--- config.mk ---
export PLATFORM = sky130hd
export DESIGN_NAME = clock_sync_serial_port
export DESIGN_NICKNAME = d
export VERILOG_FILES = /design/src/logic/sio_pkg.sv /design/src/logic/clock_sync_serial_port.sv
export SDC_FILE = /design/constraint.sdc
export NUM_CORES = 1
export LEC_CHECK = 0
export BUFFER_PORTS_ARGS = -buffer_cell sky130_fd_sc_hd__clkbuf_2
export CELL_PAD_IN_SITES_DETAIL_PLACEMENT = 1
export CELL_PAD_IN_SITES_GLOBAL_PLACEMENT = 1
export CORE_MARGIN = 2
export CORE_UTILIZATION = 41
export CTS_CLUSTER_DIAMETER = 100
export DETAILED_ROUTE_END_ITERATION = 16
export PLACE_DENSITY = 0.72
export REMOVE_ABC_BUFFERS = 1
export SLEW_MARGIN = 10
export SYNTH_ARGS = -nofsm -noshare
export SYNTH_HDL_FRONTEND = slang
export SYNTH_SLANG_ARGS = --single-unit
--- constraint.sdc ---
create_clock -name mclk -period 2.3 [get_ports mclk]
set_input_delay 0.575 -clock mclk [delete_from_list [all_inputs] [get_ports mclk]]
set_output_delay 0.575 -clock mclk [all_outputs]
set_load 0.005 [all_outputs]
--- src/logic/sio_pkg.sv ---
// Package for the clock-synchronous serial port: mode field layout,
// reset values, divider ratios and the CPU-side operation bundle.
// Assumes a CPU core that issues one-cycle operation strobes.
package sio_pkg;
  localparam int MODE_W = 4;
  localparam int DATA_W = 8;
  localparam int NIB_W = 4;
  localparam int CNT_W = 3;
  // Mode register field positions
  localparam int CLK_SRC_POS = 0;
  localparam int PIN_FN_POS = 1;
  localparam int CLK_DIV_POS = 2;
  localparam int SPARE_POS = 3;
  localparam logic [3:0] MODE_RST = 4'h0;
  localparam logic [7:0] SHIFT_RST = 8'h00;
  // Instruction clock dividers for the internal shift clock
  localparam int DIV_SLOW = 8;
  localparam int DIV_FAST = 4;
  localparam logic [2:0] LAST_BIT = 3'h7;

  typedef struct packed {
    logic write_mode_from_acc;
    logic read_mode_to_acc;
    logic load_shift_from_accs;
    logic read_shift_to_accs;
    logic transfer_start_op;
    logic skip_if_transfer_done;
    logic irq_ack;
    logic [3:0] acc_a;
    logic [3:0] reg_b;
  } cpu_op_t;

  typedef enum logic [1:0] {
    ST_IDLE = 2'b00,
    ST_LOW = 2'b01,
    ST_HIGH = 2'b10
  } sio_state_t;
endpackage : sio_pkg

--- src/logic/clock_sync_serial_port.sv ---
// Clock-synchronous 8-bit serial port with shift register, done flag,
// mode register and three shared input pins.
// Assumes instr_clk_en is a one-cycle pulse per instruction clock on mclk.
`timescale 1ns/1ps
`default_nettype none

// Notes on behaviour
// - Divide bit: 0 gives /8, 1 gives /4
// - Pin bit selects plain inputs or serial pins
// - Clock source bit: 0 external, 1 internal
// - Spare mode bit stored and read back
// - Load shift register: A low, B high
// - LSB first out; input enters bit 7
// - Done flag set after eight bits
// - Flag cleared by interrupt or skip taken
// - Start clears flag then begins transfer
// - Mode written from A, read to A
// - External clock never gated; done after eight
// - Internal clock stops after transfer completes
// - Receiver ready line handshake via port bit
// - Mode resets to zero, kept in backup
// - Shared pins always readable as inputs
module clock_sync_serial_port (
  // Clock and reset
  input wire logic mclk,
  input wire logic sys_rst,
  // Instruction clock enable and CPU operation strobes
  input wire logic instr_clk_en,
  input wire sio_pkg::cpu_op_t cpu_op,
  // Pin levels in, CPU read-back and pin drivers out
  input wire logic [2:0] shared_pin_in,
  output logic [3:0] acc_out,
  output logic [7:0] shift_out,
  output logic skip_taken,
  output logic transfer_done_flag,
  output logic [2:0] shared_input,
  output logic sck_out,
  output logic sck_oe,
  output logic sout_out,
  output logic sout_oe
);
  // Mode, shift and count state
  logic [3:0] mode_r;
  logic [7:0] shift_r;
  logic [2:0] cnt_r;
  logic [2:0] div_r;
  logic done_r;
  // Pin synchroniser stages
  logic [2:0] pin_s1_r;
  logic [2:0] pin_s2_r;
  logic ext_prev_r;
  // Registered pin drivers and CPU answers
  logic sck_r;
  logic sout_r;
  logic [3:0] acc_r;
  logic skip_r;
  sio_pkg::sio_state_t st_r;

  // Mode decode
  wire internal_clk = mode_r[sio_pkg::CLK_SRC_POS];
  wire serial_pins = mode_r[sio_pkg::PIN_FN_POS];
  wire fast_div = mode_r[sio_pkg::CLK_DIV_POS];
  wire ext_sck = pin_s2_r[0];
  wire sin_bit = pin_s2_r[2];
  // Half-period tick of the divided clock
  // End points cast to the counter width on purpose
  wire [2:0] half_fast = 3'(sio_pkg::DIV_FAST / 2 - 1);
  wire [2:0] half_slow = 3'(sio_pkg::DIV_SLOW / 2 - 1);
  wire [2:0] half_last = fast_div ? half_fast : half_slow;
  wire half_tick = instr_clk_en && (div_r == half_last);
  wire int_fall = internal_clk && st_r == sio_pkg::ST_HIGH && half_tick;
  wire int_rise = internal_clk && st_r == sio_pkg::ST_LOW && half_tick;
  // External clock pin is only watched, never driven
  wire ext_mode = !internal_clk;
  wire ext_fall = ext_mode && ext_prev_r && !ext_sck;
  wire ext_rise = ext_mode && !ext_prev_r && ext_sck;
  wire fall_edge = int_fall || ext_fall;
  wire rise_edge = int_rise || ext_rise;
  wire active = st_r != sio_pkg::ST_IDLE;
  wire last_rise = active && rise_edge && cnt_r == sio_pkg::LAST_BIT;
  wire skip_now = cpu_op.skip_if_transfer_done && done_r;

  // Pin synchronisers; first stage feeds only the second
  always_ff @(posedge mclk or posedge sys_rst) begin
    if (sys_rst) begin
      // Pulled-up idle level, so no false edge after reset
      pin_s1_r <= 3'h7;
      pin_s2_r <= 3'h7;
      ext_prev_r <= 1'b1;
    end else begin
      pin_s1_r <= shared_pin_in;
      pin_s2_r <= pin_s1_r;
      ext_prev_r <= pin_s2_r[0];
    end
  end

  always_ff @(posedge mclk or posedge sys_rst) begin
    if (sys_rst) shared_input <= 3'h0;
    else shared_input <= pin_s2_r;
  end

  // Mode register, reset to zero, no backup clear
  always_ff @(posedge mclk or posedge sys_rst) begin
    if (sys_rst) mode_r <= sio_pkg::MODE_RST;
    // Written only from A; spare bit kept
    else if (cpu_op.write_mode_from_acc) mode_r <= cpu_op.acc_a;
  end

  // Divider restarts at each start so the first half-period is full
  always_ff @(posedge mclk or posedge sys_rst) begin
    if (sys_rst) div_r <= 3'h0;
    else if (cpu_op.transfer_start_op || !active) div_r <= 3'h0;
    else if (half_tick) div_r <= 3'h0;
    else if (instr_clk_en) div_r <= div_r + 3'h1;
  end

  // Transfer sequencer
  always_ff @(posedge mclk or posedge sys_rst) begin
    if (sys_rst) begin
      st_r <= sio_pkg::ST_IDLE;
      cnt_r <= 3'h0;
    end else if (cpu_op.transfer_start_op) begin
      // Start taken at any time, so a receiver can
      // arm first and only then lower its ready port bit
      st_r <= sio_pkg::ST_HIGH;
      cnt_r <= 3'h0;
    end else begin
      unique case (st_r)
        sio_pkg::ST_IDLE: st_r <= sio_pkg::ST_IDLE;
        sio_pkg::ST_HIGH: if (fall_edge) st_r <= sio_pkg::ST_LOW;
        sio_pkg::ST_LOW: begin
          // Count rising edges, eighth ends the transfer
          if (rise_edge) begin
            cnt_r <= cnt_r + 3'h1;
            // Internal clock stops after eighth pulse
            st_r <= (cnt_r == sio_pkg::LAST_BIT) ? sio_pkg::ST_IDLE : sio_pkg::ST_HIGH;
          end
        end
        default: st_r <= sio_pkg::ST_IDLE;
      endcase
    end
  end

  // Shift register: CPU load, or one bit per rising edge
  always_ff @(posedge mclk or posedge sys_rst) begin
    if (sys_rst) shift_r <= sio_pkg::SHIFT_RST;
    // A into low nibble, B into high nibble
    else if (cpu_op.load_shift_from_accs) shift_r <= {cpu_op.reg_b, cpu_op.acc_a};
    // Shift right, input enters bit 7
    // External edges shift even past the eighth
    // the count alone decides when the flag is raised
    else if (rise_edge) shift_r <= {sin_bit, shift_r[7:1]};
  end

  // Serial data out changes on falling edge
  always_ff @(posedge mclk or posedge sys_rst) begin
    if (sys_rst) sout_r <= 1'b1;
    else if (cpu_op.load_shift_from_accs) sout_r <= cpu_op.acc_a[0];
    // External falls keep moving data out
    else if (fall_edge) sout_r <= shift_r[0];
  end

  // Internal clock idles high, low in ST_LOW
  // Low ends on the rising tick, keeping the pin in step with the count
  wire sck_low = internal_clk && (st_r == sio_pkg::ST_LOW) && !int_rise;
  always_ff @(posedge mclk or posedge sys_rst) begin
    if (sys_rst) sck_r <= 1'b1;
    else sck_r <= !sck_low;
  end

  // Done flag: set wins over any clear in the same cycle
  always_ff @(posedge mclk or posedge sys_rst) begin
    if (sys_rst) done_r <= 1'b0;
    // Set after eighth bit; counted in both modes
    else if (last_rise) done_r <= 1'b1;
    else if (cpu_op.transfer_start_op) done_r <= 1'b0;
    // Cleared by interrupt taken or skip taken
    else if (cpu_op.irq_ack || skip_now) done_r <= 1'b0;
  end

  // CPU read-back paths
  // No path for read_shift_to_accs: shift_out is always visible
  always_ff @(posedge mclk or posedge sys_rst) begin
    if (sys_rst) begin
      acc_r <= 4'h0;
      skip_r <= 1'b0;
    end else begin
      if (cpu_op.read_mode_to_acc) acc_r <= mode_r;
      skip_r <= skip_now;
    end
  end

  // Pin function; external clock pin never driven
  always_ff @(posedge mclk or posedge sys_rst) begin
    if (sys_rst) begin
      sck_oe <= 1'b0;
      sout_oe <= 1'b0;
    end else begin
      sck_oe <= serial_pins && internal_clk;
      sout_oe <= serial_pins;
    end
  end

  // Outputs straight from their flip-flops
  assign acc_out = acc_r;
  assign shift_out = shift_r;
  assign skip_taken = skip_r;
  assign transfer_done_flag = done_r;
  assign sck_out = sck_r;
  assign sout_out = sout_r;
endmodule : clock_sync_serial_port

`default_nettype wire

Yosys cells after proc, flatten, opt, wreduce, memory -nomap -nowiden
Index checks and enable logic that the tools add are counted.
Widths: inputs -> output; s select.
{ "word_totals": {"ramBits": 0, "mem_count": 0, "word_cells": 76, "regBits": 40, "romBits": 0, "input_bits": 21, "latchBits": 0, "output_inout_bits": 21} }
{ "op_classes": {"bitwise": 0, "magnitude_cmp": 0, "n_mux": 19, "div": 0, "n_eq_ne": 6, "n_mul": 0, "reduce_logical": 33, "n_addsub": 2, "shift": 0} }
{ "ops": {"columns": ["cell", "count"], "rows": [
  ["$mux 3", 6],
  ["$mux 8", 2],
  ["$logic_and 1x1->1", 14],
  ["$mux 2", 5],
  ["$reduce_bool 2->1", 5],
  ["$add 3x1->3 const B", 2],
  ["$logic_not 1->1", 6],
  ["$ne 3x3->1 const B", 2],
  ["$reduce_bool 3->1", 2],
  ["$mux 1", 5],
  ["$logic_or 1x1->1", 4],
  ["$pmux 2 s2", 1],
  ["$reduce_and 2->1", 2],
  ["$eq 3x2->1", 1],
  ["$eq 3x3->1 const B", 1],
  ["$eq 2x1->1 const B", 1],
  ["$eq 2x2->1 const B", 1]
]} }

Logic depth before layout (Yosys ltp)
Gate-level depths: netlist (run 1).
{ "depth": {"depth_word": 8, "ltp_mapped": 7, "depth_no_buf": 6} }

Least setup slack after synthesis (run 1)
No wires, ideal clock.
{ "synth_path": {"path_type": "register -> register", "startpoint": "register st_r[1]", "endpoint": "register shift_r[1] (netlist: shift_out[1])", "setup_time_ns": 0.125, "required_ns": 2.175, "synth_period_minus_slack_ns": 1.988, "n_path_buf": 1, "stages_incl_launch_ff": 8, "path_slack_ns": 0.312, "arrival_ns": 1.863, "path_cell_list": "dfrtp_1 inv_1 ha_1 bufbuf_16 nand2_1 o31ai_4 mux2_2 mux2_2"} }
{ "synth_between": {"elab_chain_cells": 5} }
{ "synth_lines": {"columns": ["item", "line", "source"], "rows": [
  ["start: declaration", "clock_sync_serial_port.sv:57", "sio_pkg::sio_state_t st_r;"],
  ["start signal: assignment", "clock_sync_serial_port.sv:120", "st_r <= sio_pkg::ST_IDLE;"],
  ["start signal: assignment", "clock_sync_serial_port.sv:125", "st_r <= sio_pkg::ST_HIGH;"],
  ["start signal: assignment", "clock_sync_serial_port.sv:129", "sio_pkg::ST_IDLE: st_r <= sio_pkg::ST_IDLE;"],
  ["$eq 2x1->1", "clock_sync_serial_port.sv:72", "wire int_rise = internal_clk && st_r == sio_pkg::ST_LOW && half_tick;"],
  ["$logic_and 1x1->1 (2 in series)", "clock_sync_serial_port.sv:72", null],
  ["$logic_or 1x1->1", "clock_sync_serial_port.sv:78", "wire rise_edge = int_rise || ext_rise;"],
  ["$reduce_bool 2->1 (no line)", null, null],
  ["end signal: assignment", "clock_sync_serial_port.sv:146", "if (sys_rst) shift_r <= sio_pkg::SHIFT_RST;"],
  ["end signal: assignment", "clock_sync_serial_port.sv:148", "else if (cpu_op.load_shift_from_accs) shift_r <= {cpu_op.reg_b, cpu_op.acc_a};"],
  ["end signal: assignment", "clock_sync_serial_port.sv:152", "else if (rise_edge) shift_r <= {sin_bit, shift_r[7:1]};"],
  ["end: declaration", "clock_sync_serial_port.sv:44", "logic [7:0] shift_r;"]
]} }
Every way passes these cells.
A chain may end at the register's enable or synchronous reset.

Worst setup path in the final report (run 1)
{ "layout_path": {"startpoint": "register st_r[1]", "endpoint": "register shift_r[2] (netlist: shift_out[2])"} }
The elaborated chain is that of the path after synthesis.

==> results of run 1 <==
-- how the worst max path moves through the flow --
stage,depth (start not counted),slack (ns),to,start
6_report,6,0.29,shift_out[2]$_DFFE_PP0P_,st_r[1]$_DFFE_PP0P_
5_1_grt,6,0.19,shift_out[2]$_DFFE_PP0P_,st_r[1]$_DFFE_PP0P_
4_1_cts,6,0.29,shift_out[2]$_DFFE_PP0P_,st_r[1]$_DFFE_PP0P_
3_5_place_dp,5,0.14,shift_out[3]$_DFFE_PP0P_,instr_clk_en
3_3_place_gp,5,0.17,shift_out[6]$_DFFE_PP0P_,instr_clk_en
2_1_floorplan,6,0.38,shift_out[1]$_DFFE_PP0P_,st_r[1]$_DFFE_PP0P_
-- critical path, stage by stage, from the launching register on --
cell	delay [ns]
dfrtp_1	0.39
inv_1	0.10
ha_1	0.20
nand2_1	0.11
o31ai_4	0.43
mux2_2	0.38
mux2_2	0.26
-- metal layers --
metal | vias up | part of all wire [%]
li1 | 557 | -
met1 | 585 | 42
met2 | 24 | 53
met3 | 2 | 4.8
met4 | 0 | 0.60
met5 | - | 0
-- cells in the final DEF (no fill, tap or decap), types with 2 or more instances in the layout --
cell       n
buf_4      3
and2_1     2
clkbuf_2  40
dfstp_2    9
a31oi_1    4
nor3_1     3
clkbuf_8   6
o21ai_0    3
ha_1       6
a21oi_1    5
mux2i_1    2
nor2_1     3
dfrtp_1   31
nand3b_1   4
mux2_2    21
nor2b_1    3
nand2_1    7
inv_1      7
xnor2_1    2
nor3b_1    2
-- power by group through the flow --
stage,registers [mW],logic [mW],clock network [mW]
after CTS,0.820,0.263,0.493
after floorplan,0.823,0.154,0
final,0.818,0.257,0.474
after global routing,0.829,0.283,0.521
after detailed placement,0.833,0.261,0
after global placement,0.826,0.248,0
-- per-stage QoR --
step                      instance area, um^2  util [%]  hold slack, ns
after floorplan                          1720         -           0.345
after global placement                   2010      49.2           0.346
after detailed placement                 2010      49.2           0.347
after CTS                                2100      51.5           0.353
after global routing                     2100      51.5           0.352
final                                    2100      51.5           0.349
-- state kept, by name (all words and copies together) (netlist names) --
signal and count:
sout_out 1, sout_oe 1, skip_taken 1, pin_s2_r 3, st_r 2, cnt_r 3, shared_input 3, shift_out 8
transfer_done_flag 1, ext_prev_r 1, acc_out 4, pin_s1_r 3, mode_r 4, sck_oe 1, div_r 3, sck_out 1
-- layout make-up --
| type | count | area, um^2 | share of cell area (%) |
|---|---|---|---|
| clock buffers | 7 | 86.3 | 4.10 |
| repair buffers | 43 | 223 | 10.6 |
| multi-input cells | 81 | 686 | 32.6 |
| inverters | 7 | 26.3 | 1.25 |
| clock inverters | 1 | 7.51 | 0.357 |
| flip-flops and latches | 40 | 1010 | 48.1 |
| well taps | 50 | 62.6 | 2.97 |
-- cell families after synthesis --
logic type,after synthesis,share of synthesized area [%]
DFF,40,57.0
and+or+nand+nor,29,9.44
muxes,24,15.1
AOI/OAI and AO/OA,19,8.39
buffers and inverters,11,4.37
adders and majority gates,6,4.23
xor gates and xnor gates,3,1.48
==> results_dict.tcl, run 1 <==
set metrics [dict create \
    drt-total-wl_mm 3.51 \
    r2r_slack_ns 0.29 \
    reg2reg_depth 6 \
    intPower_mw 1.15 \
    grt_use_met2_pct 28.3 \
    initial_utilization_pct 43.4 \
    cts_setup_buffers 0 \
    hold_path.startpoint "pin_s1_r[0]$_DFF_PP1_" \
    synth_area_mm2 0.00178 \
    hold_depth 0 \
    final-hold-violation-count 0 \
    fill_cells 466 \
    core_mm2 0.00409 \
    setup_violations 0 \
    whs_endpoint "pin_s2_r[0]$_DFF_PP1_" \
    finalClockSkew_ns 0.00704 \
    synth-edff-count 0 \
    finalCritPeriodShare_pct 87.3 \
    clock.fmax_mhz 498 \
    port_buffers 40 \
    pwr-share-seq_pct 52.8 \
    insertedDiodeCount 0 \
    p_comb_share_pct 16.6 \
    switching_share_pct 26.0 \
    finalSetupTns_ns 0 \
    area_growth_syn_to_layout_pct 18.5 \
    yosys.cell_types.count 34 \
    power_density_mw_per_mm2 737 \
    pwr-share-clk_pct 30.6 \
    grt.overflow.total 0 \
    io_pins 42 \
    busiest_layer "met2" \
    reg2reg_to "shift_out[2]$_DFFE_PP0P_" \
    yosysSeqAreaShare_pct 57.0 \
    clkTransAtPathRegs_ns 0.08 \
    die_x_um 69.8 \
    post-place-cells 221 \
    path_max_fanout 8 \
    peakVddDrop_v 0.000363 \
    cts_resized 0 \
    cp.required_ns 2.47 \
    dieHeight_um 69.8 \
    grt.met1_usage_pct 17.2 \
    fp-row-count 23 \
    ys_ff_latch 40 \
    clockBufferDepth 2 \
    p_leak_nw 0.978 \
    worst_pin_slew_ns 0.502 \
    synth_ff_type "dfrtp_1" \
    fp.dieArea_mm2 0.00487 \
    ant_nets 0 \
    cp.arrival_ns 2.18 \
    drc 0 \
    ys_top_cells_by_area "dfrtp_1 44%, dfstp_2 13%, mux2_2 13%" \
    met3_usage_pct 4.36 \
    min_path_type "reg2reg" \
    grt_max_degree 41 \
    end_kind "flop" \
    vias 1168 \
    numCtsBuffers 5 \
    timing.final.ws_setup_ns 0.293 \
    fin_cells 229 \
    drt_iter0_drc 23 \
    synth_top_area_share_pct 43.7 \
    synthArstFlopShare_pct 100 \
    cts_tree "yes" \
    antenna_found_initial 0 \
    clk_latency_ns 0.29 \
    globalplace.congestion 0.775 \
    synth_warnings 0 \
    relSlewSlack_pct 66.4 \
    syn_inst 132 \
    grt_use_total_pct 15.5 \
    drive_gt1_share_pct 46.4 \
    rsz0062_at_grt "no" \
    cts_hold_buf 0 \
    p_switching_uw 402 \
    synth_area_per_cell_um2 13.5 \
    wl_per_cell_um 15.3 \
    post-place-ws_ns 0.143 \
    slew_violations 0 \
    run_status "finished clean" \
    routed_via_density 5.10 \
    cts_sinks 40 \
    drv_cap 0 \
    p_total_mw 1.55 \
    yosys-top-cells-count "31 x dfrtp_1, 21 x mux2_2, 9 x dfstp_2" \
    grt_pass1_vias 1317 \
    yosysTopAreaCell "dfrtp_1" \
    critPathLaunchType "flop" \
    critPathKind "reg2reg" \
    dr.pass1.iters 4 \
    rr_startpoint "st_r[1]$_DFFE_PP0P_" \
    hpwl_mm 2.70 \
    root_buffer "clkbuf_8" \
    htree_levels 2 \
    nets 205 \
    fin_crit_ns 2.01 \
    grt_pass1_wl_mm 6.03 \
    synth.most_common_cell "dfrtp_1" \
]
No activity file was read; power rests on OpenSTA's default activity.
==> run 2, diff against run 1 <==
--- a/config.mk
+++ b/config.mk
@@ -8,7 +8,6 @@
 export BUFFER_PORTS_ARGS = -buffer_cell sky130_fd_sc_hd__clkbuf_2
 export CELL_PAD_IN_SITES_DETAIL_PLACEMENT = 1
 export CELL_PAD_IN_SITES_GLOBAL_PLACEMENT = 1
-export CORE_MARGIN = 2
 export CORE_UTILIZATION = 41
 export CTS_CLUSTER_DIAMETER = 100
 export DETAILED_ROUTE_END_ITERATION = 16
==> run 2 against run 1 <==
Compared with the run above: non-clock buffer count unchanged; routed wire length rose by 7.5%; largest power group unchanged; sequential share of layout area down 0.40 points; count of clock-buffer cells in the layout decreased by 2; critical path type unchanged; critical path depth is the same; cell count did not move; clock skew down 0.00052 ns; setup slack improved by 0.032 ns.
==> results_dict.tcl, run 2 (synthesized netlist as in run 1, its figures left out) <==
set metrics [dict create \
    largest_reg_flops 8 \
    cts_setup_buffers 0 \
    root_buffer "clkbuf_8" \
    drive_gt1_share_pct 46.9 \
    core_mm2 0.00409 \
    clockBufferDepth 2 \
    hpwl_mm 2.77 \
    numCtsBuffers 5 \
    area_growth_syn_to_layout_pct 19.5 \
    drc 0 \
    end_kind "flop" \
    whs_endpoint "pin_s2_r[0]$_DFF_PP1_" \
    cts_resized 0 \
    nets 205 \
    slew_violations 0 \
    cts_hold_buf 0 \
    finalCritPeriodShare_pct 85.9 \
    rsz0062_at_grt "no" \
    die_x_um 67.8 \
    dr.pass1.iters 4 \
    fp.dieArea_mm2 0.00460 \
    drv_cap 0 \
    globalplace.congestion 0.739 \
    cp.arrival_ns 2.16 \
    hold_depth 0 \
    initial_utilization_pct 43.4 \
    layout_commonest_cell "clkbuf_2" \
    critPathKind "reg2reg" \
    r2r_slack_ns 0.32 \
    vias 1200 \
    grt_max_degree 41 \
    peakVddDrop_v 0.000379 \
    ant_nets 0 \
    insertedDiodeCount 0 \
    clock.fmax_mhz 506 \
    path_max_fanout 8 \
    grt_pass1_wl_mm 6.45 \
    power_density_mw_per_mm2 783 \
    worst_pin_slew_ns 0.535 \
    grt_pass1_vias 1364 \
    fin_crit_ns 1.98 \
    drt_iter0_drc 79 \
    finalClockSkew_ns 0.00652 \
    cts_sinks 40 \
    clk_latency_ns 0.29 \
    fp-row-count 23 \
    dieHeight_um 67.8 \
    holdWs_ns 0.351 \
    p_leak_nw 0.987 \
    final-hold-violation-count 0 \
    cp.required_ns 2.48 \
    rr_startpoint "st_r[1]$_DFFE_PP0P_" \
    grt_use_total_pct 19.4 \
    port_buffers 40 \
    io_pins 42 \
    htree_levels 2 \
    cts_tree "yes" \
    drt-total-wl_mm 3.78 \
    relSlewSlack_pct 64.2 \
    reg2reg_depth 6 \
    fill_cells 459 \
    reg2reg_to "shift_out[2]$_DFFE_PP0P_" \
    routed_via_density 5.24 \
    run_status "finished clean" \
    hold_path.startpoint "pin_s1_r[0]$_DFF_PP1_" \
    grt.overflow.total 0 \
    antenna_found_initial 0 \
    critPathLaunchType "flop" \
    setup_violations 0 \
    layout_common_cells "40 x clkbuf_2, 31 x dfrtp_1, 21 x mux2_2, 9 x dfstp_2" \
    finalSetupTns_ns 0 \
    min_path_type "reg2reg" \
    clkTransAtPathRegs_ns 0.08 \
    wl_per_cell_um 16.5 \
]
## run 2: cell count changes in the layout (fill, tap and decap cells not counted), sizes merged
cell and change:
clkbuf -2, clkinv +1, bufinv +1
## run 2: critical path, cell delays in order, from the launching register on
cell and delay [ns]:
dfrtp_1 0.41, inv_1 0.11, ha_1 0.18, nand2_1 0.11, o31ai_4 0.41, mux2_2 0.39
mux2_2 0.25
## run 2: layer usage
metal  wire length (um)  GRT usage (%)
met1               1600           23.2
met2               1940           32.7
met3                181           5.24
met4                 59           8.33
met5                  0              0
## run 2: final cells by class
cell class                      count  area [um^2]  area share, %
Clock buffer                        5         68.8           3.24
Clock inverter                      3         42.5           2.01
Inverter                            7         26.3           1.24
Multi-Input combinational cell     81          686           32.3
Sequential cell                    40         1010           47.7
Tap cell                           50         62.6           2.95
Timing Repair Buffer               43          223           10.5
## run 2: metrics by stage
stage | utilization (%) | cells | power, mW | instance area [um^2] | worst slack, ns
after global placement | 49.2 | 221 | 1.07 | 2010 | 0.174
after CTS | 51.9 | 229 | 1.68 | 2120 | 0.303
final | 51.9 | 229 | 1.66 | 2120 | 0.325
after detailed placement | 49.2 | 221 | 1.10 | 2010 | 0.135
after floorplan | - | 128 | 0.977 | 1720 | 0.384
after global routing | 51.9 | 229 | 1.73 | 2120 | 0.208
## run 2: worst max-delay path by stage
stage                   startpoint                       end  slack, ns  cells past startpoint
2_1_floorplan  st_r[1]$_DFFE_PP0P_  shift_out[1]$_DFFE_PP0P_       0.38                      6
3_3_place_gp          instr_clk_en  shift_out[6]$_DFFE_PP0P_       0.17                      5
3_5_place_dp          instr_clk_en  shift_out[2]$_DFFE_PP0P_       0.13                      5
4_1_cts        st_r[1]$_DFFE_PP0P_  shift_out[4]$_DFFE_PP0P_       0.30                      6
5_1_grt        st_r[1]$_DFFE_PP0P_  shift_out[2]$_DFFE_PP0P_       0.21                      6
6_report       st_r[1]$_DFFE_PP0P_  shift_out[2]$_DFFE_PP0P_       0.32                      6
## run 2: power by group
part	switching (mW)	internal, mW	total (mW)	leakage, nW
logic	0.133	0.131	0.264	0.456
registers	0.0461	0.772	0.818	0.477
clock network	0.257	0.321	0.579	0.0541
total	0.436	1.22	1.66	0.987
==> run 3, diff against run 2 <==
--- a/config.mk
+++ b/config.mk
@@ -9,6 +9,7 @@
 export CELL_PAD_IN_SITES_DETAIL_PLACEMENT = 1
 export CELL_PAD_IN_SITES_GLOBAL_PLACEMENT = 1
 export CORE_UTILIZATION = 41
+export CTS_BUF_LIST = sky130_fd_sc_hd__clkbuf_16
 export CTS_CLUSTER_DIAMETER = 100
 export DETAILED_ROUTE_END_ITERATION = 16
 export PLACE_DENSITY = 0.72
==> run 3 against run 2 <==
Compared with the run above: register-to-register slack worse by 0.07 ns; maximum frequency is 3.4% lower; largest cell class unchanged; final area is 2.7% higher.
==> results_dict.tcl, run 3 (synthesized netlist as in run 1, its figures left out) <==
set metrics [dict create \
    drt-total-wl_mm 4.06 \
    switching_share_pct 24.7 \
    root_buffer "clkbuf_16" \
    cp.arrival_ns 2.21 \
    peakVddDrop_v 0.000519 \
    numCtsBuffers 5 \
    htree_levels 2 \
    clkTransAtPathRegs_ns 0.06 \
    p_switching_uw 464 \
    fill_cells 443 \
    grt_pass1_wl_mm 6.74 \
    cp.required_ns 2.46 \
    wl_per_cell_um 17.7 \
    antenna_found_initial 0 \
    layout_common_cells "40 x clkbuf_2, 31 x dfrtp_1, 21 x mux2_2, 9 x dfstp_2" \
    globalplace.congestion 0.739 \
    seqCellArea_mm2 0.00101 \
    cts_sinks 40 \
    core_mm2 0.00409 \
    finalCritPeriodShare_pct 88.9 \
    fp.dieArea_mm2 0.00460 \
    pwr-share-seq_pct 43.7 \
    run_status "finished clean" \
    largest_reg_flops 8 \
    r2r_slack_ns 0.25 \
    setup_violations 0 \
    p_comb_share_pct 14.4 \
    grt_pass1_vias 1350 \
    intPower_mw 1.41 \
    worst_pin_slew_ns 0.528 \
    critPathLaunchType "flop" \
    die_x_um 67.8 \
    multi_input_area_um2 686 \
    grt.overflow.total 0 \
    hpwl_mm 2.77 \
    drt_iter0_drc 75 \
    initial_utilization_pct 43.4 \
    clk_latency_ns 0.28 \
    final-hold-violation-count 0 \
    timing.final.ws_setup_ns 0.254 \
    vias 1215 \
    power_density_mw_per_mm2 863 \
    ant_nets 0 \
    fp-row-count 23 \
    fin_crit_ns 2.05 \
    critPathKind "reg2reg" \
    clockBufferDepth 2 \
    p_leak_nw 1.01 \
    port_buffers 40 \
    drive_gt1_share_pct 46.9 \
    min_path_type "reg2reg" \
    area_growth_syn_to_layout_pct 22.6 \
    grt_max_degree 41 \
    finalSetupTns_ns 0 \
    cts_setup_buffers 0 \
    dr.pass1.iters 3 \
    routed_via_density 5.31 \
    cts_hold_buf 0 \
    drv_cap 0 \
    cts_resized 0 \
    grt_use_total_pct 20.7 \
    io_pins 42 \
    layout_commonest_cell "clkbuf_2" \
    drc 0 \
    pwr-share-clk_pct 41.8 \
    clock.fmax_mhz 489 \
    end_kind "flop" \
    relSlewSlack_pct 64.7 \
    finalClockSkew_ns 0.00462 \
    cts_tree "yes" \
    insertedDiodeCount 0 \
    post-place-ws_ns 0.135 \
    slew_violations 0 \
    rsz0062_at_grt "no" \
    nets 205 \
    dieHeight_um 67.8 \
    path_max_fanout 8 \
]
==> run 3: final cells by class <==
| class | count | area share [%] |
|---|---|---|
| timing repair buffer | 43 | 10.2 |
| clock buffer | 5 | 5.75 |
| clock inverter | 3 | 1.95 |
| inverter | 7 | 1.21 |
| multi-input combinational | 81 | 31.5 |
| tap | 50 | 2.87 |
| sequential | 40 | 46.5 |
==> run 3: per-layer routing <==
metal / GRT usage (%) / vias to the layer above / wire [um]
met3: 6.42 / 8 / 178
li1: - / 561 / -
met4: 7.29 / 0 / 64
met5: 0 / - / 0
met1: 23.7 / 618 / 1690
met2: 36.3 / 28 / 2120
==> run 3: path summary, 6_finish.rpt <==
kind	from	to	cells past startpoint
setup / recovery	st_r[1]$_DFFE_PP0P_	shift_out[4]$_DFFE_PP0P_	6
hold / removal	pin_s1_r[0]$_DFF_PP1_	pin_s2_r[0]$_DFF_PP1_	0
setup reg to reg	st_r[1]$_DFFE_PP0P_	shift_out[4]$_DFFE_PP0P_	6
hold reg to reg	pin_s1_r[0]$_DFF_PP1_	pin_s2_r[0]$_DFF_PP1_	0
max in group asynchronous	sys_rst	pin_s1_r[0]$_DFF_PP1_	3
min in group asynchronous	sys_rst	cnt_r[2]$_DFFE_PP0P_	3
==> run 3: stage by stage <==
step | hold WS (ns) | power [mW] | std cells | util, % | cell area (um^2)
3_3_place_gp | 0.346 | 1.07 | 221 | 49.2 | 2010
4_1_cts | 0.358 | 1.91 | 229 | 53.3 | 2180
5_1_grt | 0.356 | 1.96 | 229 | 53.3 | 2180
3_5_place_dp | 0.349 | 1.10 | 221 | 49.2 | 2010
6_report | 0.353 | 1.88 | 229 | 53.3 | 2180
2_1_floorplan | 0.345 | 0.977 | 128 | - | 1720
==> run 3: power by group through the flow <==
stage / clock network [mW] / registers [mW] / logic (mW)
after global placement: 0 / 0.826 / 0.248
after CTS: 0.806 / 0.823 / 0.277
after global routing: 0.828 / 0.831 / 0.304
final: 0.786 / 0.822 / 0.271
after detailed placement: 0 / 0.832 / 0.267
after floorplan: 0 / 0.823 / 0.154
==> run 3: worst max-delay path: stages (launching register included) <==
cell and delay, ns:
dfrtp_1 0.40, inv_1 0.12, ha_1 0.20, nand2_1 0.11, o31ai_4 0.45, mux2_2 0.39
mux2_2 0.26
